===== src/verilog/hsp_pkg.sv =====
// Package with register map and field constants for the host strobe pins
package hsp_pkg;
  // Register byte offsets
  localparam logic [7:0] HSP_CTRL_OFS = 8'h00;
  localparam logic [7:0] HSP_DIR_OFS = 8'h04;
  localparam logic [7:0] HSP_DOUT_OFS = 8'h08;
  localparam logic [7:0] HSP_PIN_OFS = 8'h0c;
  localparam logic [7:0] HSP_REQ_OFS = 8'h10;
  localparam logic [7:0] HSP_STAT_OFS = 8'h14;
  // Control register field positions
  localparam int HSP_GPIO_BIT = 0;
  localparam int HSP_DSTROBE_BIT = 1;
  localparam int HSP_DREQ_BIT = 2;
  localparam int HSP_OD_BIT = 3;
  localparam int HSP_POL_DS_BIT = 4;
  localparam int HSP_POL_WR_BIT = 5;
  localparam int HSP_POL_RD_BIT = 6;
  localparam int HSP_POL_REQ_BIT = 7;
  localparam int HSP_POL_TRQ_BIT = 8;
  localparam int HSP_POL_RRQ_BIT = 9;
  localparam int HSP_POL_ACK_BIT = 10;
  localparam int HSP_CTRL_W = 11;
  // Reset values: host function, single styles, driven, all active low
  localparam logic [10:0] HSP_CTRL_RST = 11'h000;
  localparam logic [3:0] HSP_DIR_RST = 4'h0;
  localparam logic [3:0] HSP_DOUT_RST = 4'h0;
  localparam logic [1:0] HSP_RESP_OKAY = 2'b00;
  localparam logic [1:0] HSP_RESP_SLVERR = 2'b10;
endpackage

===== src/verilog/hsp_host_pins.sv =====
// Host strobe and request pin control with GPIO fallback and AXI4-Lite regs
`timescale 1ns/1ps
// Contract
// Single-strobe host mode: pin is data strobe, polarity bit, active-low reset.
// Double-strobe host mode: pin is write strobe, polarity bit, active-low reset.
// Single-request mode: combined request out, polarity, driven or open-drain.
// Double-request mode: transmit request out, polarity, driven or open-drain.
// Double-request mode: receive request out, polarity, driven or open-drain.
// Single-request mode: host acknowledge input, polarity, active-low reset.
// GPIO mode: each pin individually input or output by direction bit.
// Stop: keep configuration, ignore inputs, tri-state outputs.
// Wait state leaves every pin unchanged.
// Double-strobe host mode: companion pin is read strobe, polarity bit.
// Each polarity is an inverting bit, reset value selects active-low.
module hsp_host_pins
  import hsp_pkg::*;
(
  // Clock and reset
  input wire logic i_clk,
  input wire logic i_rst_n,
  // Power states
  input wire logic i_stop,
  input wire logic i_wait,
  // Requests from the host interface core, active high
  input wire logic i_host_req,
  input wire logic i_tx_req,
  input wire logic i_rx_req,
  // Pins: [0] data/write strobe, [1] read strobe, [2] req/trq, [3] ack/rrq
  input wire logic [3:0] i_pin,
  output logic [3:0] o_pin,
  output logic [3:0] o_pin_oe,
  // Decoded strobes to the core, active high
  output logic o_data_strobe,
  output logic o_write_strobe,
  output logic o_read_strobe,
  output logic o_host_ack,
  // AXI4-Lite slave
  input wire logic [7:0] i_awaddr,
  input wire logic i_awvalid,
  output logic o_awready,
  input wire logic [31:0] i_wdata,
  input wire logic [3:0] i_wstrb,
  input wire logic i_wvalid,
  output logic o_wready,
  output logic [1:0] o_bresp,
  output logic o_bvalid,
  input wire logic i_bready,
  input wire logic [7:0] i_araddr,
  input wire logic i_arvalid,
  output logic o_arready,
  output logic [31:0] o_rdata,
  output logic [1:0] o_rresp,
  output logic o_rvalid,
  input wire logic i_rready
);
  logic [HSP_CTRL_W-1:0] ctrl_r, ctrl_nxt;
  logic [3:0] dir_r, dir_nxt, dout_r, dout_nxt;
  logic [3:0] pin_r, pin_nxt, oe_r, oe_nxt, in_r, in_nxt;
  logic ds_r, ds_nxt, wr_r, wr_nxt, rd_r, rd_nxt, ack_r, ack_nxt;
  logic sw_req_r, sw_req_nxt;
  logic [1:0] sw_tr_r, sw_tr_nxt;
  logic aw_r, aw_nxt, w_r, w_nxt, b_r, b_nxt, ar_r, ar_nxt, r_r, r_nxt;
  logic aw_rdy_r, aw_rdy_nxt, w_rdy_r, w_rdy_nxt;
  logic [7:0] awa_r, awa_nxt;
  logic [31:0] wd_r, wd_nxt, rd_data_r, rd_data_nxt;
  logic [1:0] bresp_r, bresp_nxt, rresp_r, rresp_nxt;
  logic gpio, dstb, dreq, od, req_a, trq_a, rrq_a;
  logic [3:0] drv_val, drv_en, pin_in;

  // Pin logic
  always_comb begin
    gpio = ctrl_r[HSP_GPIO_BIT];
    dstb = ctrl_r[HSP_DSTROBE_BIT];
    dreq = ctrl_r[HSP_DREQ_BIT];
    od = ctrl_r[HSP_OD_BIT];
    // Internal request, inverted when polarity bit is clear
    req_a = (i_host_req | sw_req_r) ^ ~ctrl_r[HSP_POL_REQ_BIT];
    trq_a = (i_tx_req | sw_tr_r[0]) ^ ~ctrl_r[HSP_POL_TRQ_BIT];
    rrq_a = (i_rx_req | sw_tr_r[1]) ^ ~ctrl_r[HSP_POL_RRQ_BIT];
    drv_val = 4'h0;
    drv_en = 4'h0;
    if (gpio) begin
      drv_val = dout_r;
      drv_en = dir_r;
    end else begin
      // Open drain only pulls low; high level released
      drv_val[2] = dreq ? trq_a : req_a;
      drv_en[2] = ~od | ~drv_val[2];
      if (dreq) begin
        drv_val[3] = rrq_a;
        drv_en[3] = ~od | ~rrq_a;
      end
    end
    // Stop keeps config but floats outputs and freezes inputs
    pin_nxt = i_stop ? pin_r : drv_val;
    oe_nxt = i_stop ? 4'h0 : drv_en;
    in_nxt = i_stop ? in_r : i_pin;
    pin_in = in_r;
    // Wait state input i_wait is not used here, so pins are unaffected
    ds_nxt = 1'b0;
    wr_nxt = 1'b0;
    rd_nxt = 1'b0;
    ack_nxt = 1'b0;
    if (!gpio && !i_stop) begin
      if (dstb) begin
        wr_nxt = pin_in[0] ^ ~ctrl_r[HSP_POL_WR_BIT];
        rd_nxt = pin_in[1] ^ ~ctrl_r[HSP_POL_RD_BIT];
      end else begin
        ds_nxt = pin_in[0] ^ ~ctrl_r[HSP_POL_DS_BIT];
      end
      if (!dreq) begin
        ack_nxt = pin_in[3] ^ ~ctrl_r[HSP_POL_ACK_BIT];
      end
    end
  end

  // AXI4-Lite slave: write takes address and data in either order
  always_comb begin
    ctrl_nxt = ctrl_r;
    dir_nxt = dir_r;
    dout_nxt = dout_r;
    sw_req_nxt = sw_req_r;
    sw_tr_nxt = sw_tr_r;
    aw_nxt = aw_r;
    w_nxt = w_r;
    awa_nxt = awa_r;
    wd_nxt = wd_r;
    b_nxt = b_r;
    bresp_nxt = bresp_r;
    r_nxt = r_r;
    rd_data_nxt = rd_data_r;
    rresp_nxt = rresp_r;
    // Ready rises a cycle after valid so it can leave a flop
    aw_rdy_nxt = i_awvalid && !aw_rdy_r && !aw_r && !b_r;
    w_rdy_nxt = i_wvalid && !w_rdy_r && !w_r && !b_r;
    ar_nxt = i_arvalid && !ar_r && !r_r;
    if (i_awvalid && aw_rdy_r) begin
      aw_nxt = 1'b1;
      awa_nxt = i_awaddr;
    end
    if (i_wvalid && w_rdy_r) begin
      w_nxt = 1'b1;
      wd_nxt = i_wdata;
    end
    if (aw_r && w_r) begin
      aw_nxt = 1'b0;
      w_nxt = 1'b0;
      b_nxt = 1'b1;
      bresp_nxt = HSP_RESP_OKAY;
      unique case ({awa_r[7:2], 2'b00})
        HSP_CTRL_OFS: ctrl_nxt = wd_r[HSP_CTRL_W-1:0];
        HSP_DIR_OFS: dir_nxt = wd_r[3:0];
        HSP_DOUT_OFS: dout_nxt = wd_r[3:0];
        HSP_REQ_OFS: begin
          sw_req_nxt = wd_r[0];
          sw_tr_nxt = wd_r[2:1];
        end
        HSP_PIN_OFS, HSP_STAT_OFS: ;
        default: bresp_nxt = HSP_RESP_SLVERR;
      endcase
    end
    if (b_r && i_bready) begin
      b_nxt = 1'b0;
    end
    // Read data only after the address handshake edge
    if (i_arvalid && ar_r) begin
      r_nxt = 1'b1;
      rresp_nxt = HSP_RESP_OKAY;
      rd_data_nxt = 32'h0000_0000;
      unique case ({i_araddr[7:2], 2'b00})
        HSP_CTRL_OFS: rd_data_nxt[HSP_CTRL_W-1:0] = ctrl_r;
        HSP_DIR_OFS: rd_data_nxt[3:0] = dir_r;
        HSP_DOUT_OFS: rd_data_nxt[3:0] = dout_r;
        HSP_PIN_OFS: rd_data_nxt[3:0] = in_r;
        HSP_REQ_OFS: rd_data_nxt[2:0] = {sw_tr_r, sw_req_r};
        HSP_STAT_OFS: rd_data_nxt[7:0] = {oe_r, ack_r, rd_r, wr_r, ds_r};
        default: rresp_nxt = HSP_RESP_SLVERR;
      endcase
    end
    if (r_r && i_rready) begin
      r_nxt = 1'b0;
    end
  end

  always_ff @(posedge i_clk) begin
    if (!i_rst_n) begin
      ctrl_r <= HSP_CTRL_RST;
      dir_r <= HSP_DIR_RST;
      dout_r <= HSP_DOUT_RST;
      sw_req_r <= 1'b0;
      sw_tr_r <= 2'b00;
      pin_r <= 4'h0;
      oe_r <= 4'h0;
      in_r <= 4'h0;
      ds_r <= 1'b0;
      wr_r <= 1'b0;
      rd_r <= 1'b0;
      ack_r <= 1'b0;
      aw_r <= 1'b0;
      w_r <= 1'b0;
      awa_r <= 8'h00;
      wd_r <= 32'h0000_0000;
      b_r <= 1'b0;
      bresp_r <= HSP_RESP_OKAY;
      ar_r <= 1'b0;
      aw_rdy_r <= 1'b0;
      w_rdy_r <= 1'b0;
      r_r <= 1'b0;
      rd_data_r <= 32'h0000_0000;
      rresp_r <= HSP_RESP_OKAY;
    end else begin
      ctrl_r <= ctrl_nxt;
      dir_r <= dir_nxt;
      dout_r <= dout_nxt;
      sw_req_r <= sw_req_nxt;
      sw_tr_r <= sw_tr_nxt;
      pin_r <= pin_nxt;
      oe_r <= oe_nxt;
      in_r <= in_nxt;
      ds_r <= ds_nxt;
      wr_r <= wr_nxt;
      rd_r <= rd_nxt;
      ack_r <= ack_nxt;
      aw_r <= aw_nxt;
      w_r <= w_nxt;
      awa_r <= awa_nxt;
      wd_r <= wd_nxt;
      b_r <= b_nxt;
      bresp_r <= bresp_nxt;
      ar_r <= ar_nxt;
      aw_rdy_r <= aw_rdy_nxt;
      w_rdy_r <= w_rdy_nxt;
      r_r <= r_nxt;
      rd_data_r <= rd_data_nxt;
      rresp_r <= rresp_nxt;
    end
  end

  // Ready pulses are registered; capture flags hold off a second beat
  assign o_awready = aw_rdy_r;
  assign o_wready = w_rdy_r;
  assign o_arready = ar_r;
  assign o_bvalid = b_r;
  assign o_bresp = bresp_r;
  assign o_rvalid = r_r;
  assign o_rdata = rd_data_r;
  assign o_rresp = rresp_r;
  assign o_pin = pin_r;
  assign o_pin_oe = oe_r;
  assign o_data_strobe = ds_r;
  assign o_write_strobe = wr_r;
  assign o_read_strobe = rd_r;
  assign o_host_ack = ack_r;
endmodule


===== config.mk =====
export PLATFORM = sky130hd
export DESIGN_NAME = hsp_host_pins
export DESIGN_NICKNAME = d
export VERILOG_FILES = /design/src/verilog/hsp_pkg.sv /design/src/verilog/hsp_host_pins.sv
export SDC_FILE = /design/constraint.sdc
export NUM_CORES = 1
export LEC_CHECK = 0
export BUFFER_PORTS_ARGS = -buffer_cell sky130_fd_sc_hd__clkbuf_2
export CORE_ASPECT_RATIO = 0.7
export CORE_MARGIN = 10
export CORE_UTILIZATION = 44
export DETAILED_ROUTE_END_ITERATION = 10
export GPL_TIMING_DRIVEN = 1
export PLACE_DENSITY = 0.75
export SETUP_SLACK_MARGIN = 0.3
export SYNTH_ARGS = -nofsm -noshare
export SYNTH_HDL_FRONTEND = slang
export SYNTH_SLANG_ARGS = --single-unit

===== constraint.sdc =====
create_clock -name i_clk -period 1.6 [get_ports i_clk]
set_clock_uncertainty 0.05 [all_clocks]
set_input_delay 0.32 -clock i_clk [delete_from_list [all_inputs] [get_ports i_clk]]
set_output_delay 0.32 -clock i_clk [all_outputs]
set_load 0.01 [all_outputs]

* Yosys cells after proc, flatten, opt, wreduce, memory -nomap -nowiden
Index checks and enable logic that the tools add are counted.
** Word-level totals
- Input port bits :: 68
- Register bits :: 79
- Output and inout bits :: 53
- Word-level logic and storage cells :: 112
** Operators by class
- Mux-type cells :: 12
- Equal/unequal tests :: 10
- Reductions and logical operators :: 40
- Bitwise operators :: 25
** Operators by type and width (count)
- $eq A6 B2 Y1 const B :: 4
- $eq A6 B3 Y1 const B :: 4
- $pmux W3 S6 :: 1
- $logic_and A1 B1 Y1 :: 15
- $not A1 Y1 :: 13
- $eq A6 B1 Y1 const B :: 2
- $logic_not A6 Y1 :: 2
- $reduce_or A6 Y1 :: 2
- $mux W2 :: 5
- $logic_not A1 Y1 :: 9
- $reduce_or A3 Y1 :: 3
- $pmux W4 S2 :: 1
- $reduce_and A2 Y1 :: 4
- $reduce_or A2 Y1 :: 4
- $xor A1 B1 Y1 :: 7
- $or A1 B1 Y1 :: 5
- $pmux W1 S5 :: 1
- $mux W1 :: 3
- $mux W3 :: 1
- $reduce_and A3 Y1 :: 1

* Logic depth before layout (Yosys ltp)
- Depth in word-level cells :: 6
- Depth in mapped cells :: 5
- Mapped depth without buffers :: 4

* Worst setup path after synthesis
Ideal clock, no wire load.
- Kind :: reg2reg
- From :: register awa_r[5]
- To :: register dout_r[0]
- Path buffers :: 0
- Setup slack :: 0.066 ns
- Setup time :: 0.116 ns
- Required time :: 1.434 ns
- Cell stages (with the launch flop) :: 5
- Period minus slack after synthesis :: 1.534 ns
- Data arrival time :: 1.368 ns
- Cells stage by stage :: dfxtp_1 > or3_4 > nor4_4 > mux2i_1 > nor2b_1
** On the way
- Cells in the longest elaborated chain, start to end :: 2
** RTL lines
- from (decl) :: line hsp_host_pins.sv:64 : logic [7:0] awa_r, awa_nxt;
- from (signal assigned) :: line hsp_host_pins.sv:226 : awa_r <= awa_nxt;
- $eq A6 B2 Y1 :: line hsp_host_pins.sv:150 : unique case ({awa_r[7:2], 2'b00})
- $reduce_and A2 Y1 (no line)
- to (signal assigned) :: line hsp_host_pins.sv:214 : dout_r <= dout_nxt;
- to (decl) :: line hsp_host_pins.sv:57 : logic [3:0] dir_r, dir_nxt, dout_r, dout_nxt;
No other way between the ends.
A chain may end at the register's enable or synchronous reset.

* Worst setup path after layout
- From :: register awa_r[7]
- To :: register sw_tr_r[1]
** On the way
- Cells in the longest elaborated chain, start to end :: 2
** RTL lines
- $eq A6 B3 Y1 :: line hsp_host_pins.sv:150
- $reduce_and A2 Y1 (no line)
- to (signal assigned) :: line hsp_host_pins.sv:216 : sw_tr_r <= sw_tr_nxt;
- to (decl) :: line hsp_host_pins.sv:61 : logic [1:0] sw_tr_r, sw_tr_nxt;
No other way between the ends.

==> results.sh <==
export IMPL_required_ns=1.80
export IMPL_drive_gt1_share_pct=28.9
export IMPL_status="finished clean"
export IMPL_min_path_cells=3
export IMPL_use_met3_pct=4.91
export IMPL_use_met2_pct=22.0
export IMPL_clock_sinks=75
export IMPL_fin_nets=488
export IMPL_crit_path_start_kind="flop"
export IMPL_arrival_ns=1.69
export IMPL_grt_setup_unrepaired="true"
export IMPL_core_um2=7290
export IMPL_max_slew_margin_pct=64.8
export IMPL_async_reset_ff_share_pct=0
export IMPL_dp_cells=505
export IMPL_setup_tns_final_ns=0
export IMPL_cp_end_kind="flop"
export IMPL_grt_busiest_layer="met2"
export IMPL_hpwl_um=6390
export IMPL_period_needed_ns=1.49
export IMPL_postSynthAreaPerCell_um2=9.60
export IMPL_post_route_drc_count=0
export IMPL_reg2reg_from="awa_r[7]"
export IMPL_first_global_vias=2587
export IMPL_p_leak_nw=1.75
export IMPL_hold_path_startpoint="i_wdata[8]"
export IMPL_grt_usage_pct=13.9
export IMPL_synth_edff_count=0
export IMPL_wl_um=8050
export IMPL_grt_max_degree=32
export IMPL_fp_row_count=26
export IMPL_hold_viol_final=0
export IMPL_synth_warnings=0
export IMPL_wl_per_cell_um=15.4
export IMPL_worstMarginPinSlew_ns=0.514
export IMPL_startpoint="awa_r[7]"
export IMPL_finalSetupViolCount=0
export IMPL_fp_dieW_um=124
export IMPL_hold_class="primary input to flop"
export IMPL_die_h_um=92.5
export IMPL_portBuffers=67
export IMPL_postSynthCellCount=344
export IMPL_yosysTopAreaCellShare_pct=45.5
export IMPL_die_area_um2=11400
export IMPL_worstReg2RegEnd="sw_tr_r[1]"
export IMPL_post_route_period_util_pct=92.9
export IMPL_drt_iter0_drc=172
export IMPL_grtUsageMet1_pct=17.3
export IMPL_cts_buffers=9
export IMPL_diodes=0
export IMPL_grt_first_pass_wirelength_um=12800
export IMPL_place_gp_congestion=0.880
export IMPL_worstSetupPathType="flop to flop"
export IMPL_first_pass_iters=4
export IMPL_synth_seq_cells=75
export IMPL_yosysTopAreaCell="dfxtp_1"
export IMPL_clk_latency_ns=0.35
export IMPL_synth_area_leaders="dfxtp_1 45%, mux2i_1 10%, buf_4 5.2%, nor2b_1 5.1%, nand2_1 4.9%"
export IMPL_ant_nets=0
export IMPL_cts_max_path_buffers=2
export IMPL_via_per_inst=5.05
export IMPL_htree_levels=3
export IMPL_clk_pin_slew_worst_paths_ns=0.07
export IMPL_final_max_slew_viol_count=0
export IMPL_fin_util_pct=54.9
export IMPL_synth_distinct_cells=39
export IMPL_final_common_cell="dfxtp_1"
export IMPL_r2r_cells=4
export IMPL_antenna_found_initial=0
export IMPL_initial_core_util_pct=45.3
export IMPL_fillCellCount=635
export IMPL_drv_cap=0
export IMPL_pin_count=121
export IMPL_synth_ff_type="dfxtp_1"
export IMPL_max_freq_mhz=673
export IMPL_cts_tree="yes"
export IMPL_powerDensity_nw_per_um2=934
export IMPL_fin_cells=523
export IMPL_syn_area_um2=3300
export IMPL_final_cell_mix="69 x dfxtp_1, 67 x clkbuf_2, 43 x nand2_1"
export IMPL_num_vias=2639
export IMPL_ir_worst_vdd_mv=0.382
export IMPL_area_delta_synth_final_pct=21.0
export IMPL_regToRegSetupSlack_ns=0.11
export IMPL_hold_path_endpoint="wd_r[8]"
export IMPL_seq_area_frac_synth_pct=45.5
export IMPL_cp_max_fo=3
export IMPL_hold_buffers=0
export IMPL_grt_ovfl_total=0
export IMPL_ctsRootBufferMaster="clkbuf_8"
## through the flow
step	cell area, µm²	hold slack, ns	total power [mW]	setup slack, ns
CTS	3990	0.130	3.76	0.109
detailed placement	3760	0.407	2.31	0.00150
finish	4000	0.145	3.73	0.113
global placement	3760	0.398	2.30	0.0572
global route	4000	0.142	3.89	0.0276
floorplan	3440	0.391	2.22	0.185
## kinds of logic (layout without fill, tap and decap cells)
group,after synthesis,in the layout,share of synthesized area (%)
multiplexers,37,37,12.7
XOR/XNOR,6,6,1.59
other,1,23,0.114
buffers and inverters,46,105,7.92
AO/OA/AOI/OAI,55,55,11.6
flip-flops,75,75,45.5
AND/OR/NAND/NOR,124,124,20.6
## cell usage after synthesis (5+ instances only)
library cell / instances
a21boi_0: 20
a21oi_1: 5
a221oi_1: 5
and2_1: 9
buf_4: 23
clkbuf_1: 14
dfxtp_1: 75
inv_1: 6
mux2i_1: 33
nand2_1: 43
nand3_1: 11
nor2_1: 12
nor2b_1: 27
nor3_1: 5
o21ai_0: 14
## what timing repair did
| item | in CTS | in global routing |
|---|---|---|
| endpoints found under the setup margin | 27 | 36 |
| buffers inserted | 1 | 1 |
| resized for setup | 7 | 5 |
| pin swaps | 1 | 2 |
## worst max-delay path by stage
stage | to | slack (ns) | depth (start not counted)
finish | sw_tr_r[1] | 0.11 | 4
global route | sw_tr_r[1] | 0.03 | 4
CTS | sw_tr_r[1] | 0.11 | 4
detailed placement | o_rdata[8] | 0.001 | 5
global placement | o_rdata[0] | 0.06 | 5
floorplan | dout_r[0] | 0.19 | 4
## power by group
| group | internal (mW) | total (mW) | switching [mW] |
|---|---|---|---|
| registers | 1.91 | 1.95 | 0.0375 |
| logic | 0.144 | 0.324 | 0.180 |
| clock network | 0.761 | 1.46 | 0.699 |
## final cells by class
type                            instances  area (µm²)  area share [%]
Sequential cell                        75        1510            37.8
Inverter                                6        22.5           0.563
Tap cell                               98         123            3.07
Multi-Input combinational cell        245        1670            41.8
Timing Repair Buffer                   83         468            11.7
Clock inverter                          6        65.1            1.63
Clock buffer                           10         138            3.44
## routing by layer
| layer | vias to the layer above | wire [µm] |
|---|---|---|
| li1 | 1291 | - |
| met3 | 10 | 698 |
| met2 | 83 | 3710 |
| met5 | - | 0 |
| met4 | 0 | 93 |
| met1 | 1255 | 3550 |
## flip-flops by register name, summed over array words and instances, names as in the netlist, 2 cells and up
name / count
in_r: 4
sw_tr_r: 2
wd_r: 11
dir_r: 4
ctrl_r: 11
awa_r: 6
o_pin: 4
dout_r: 4
o_rdata: 11
o_pin_oe: 4
## critical path, stage by stage, from the launching register on
cell and delay (ns):
dfxtp_2 0.33, or3_4 0.42, nor4_4 0.28, mux2i_1 0.24
nor2b_1 0.06
No activity file was read; power rests on OpenSTA's default activity.
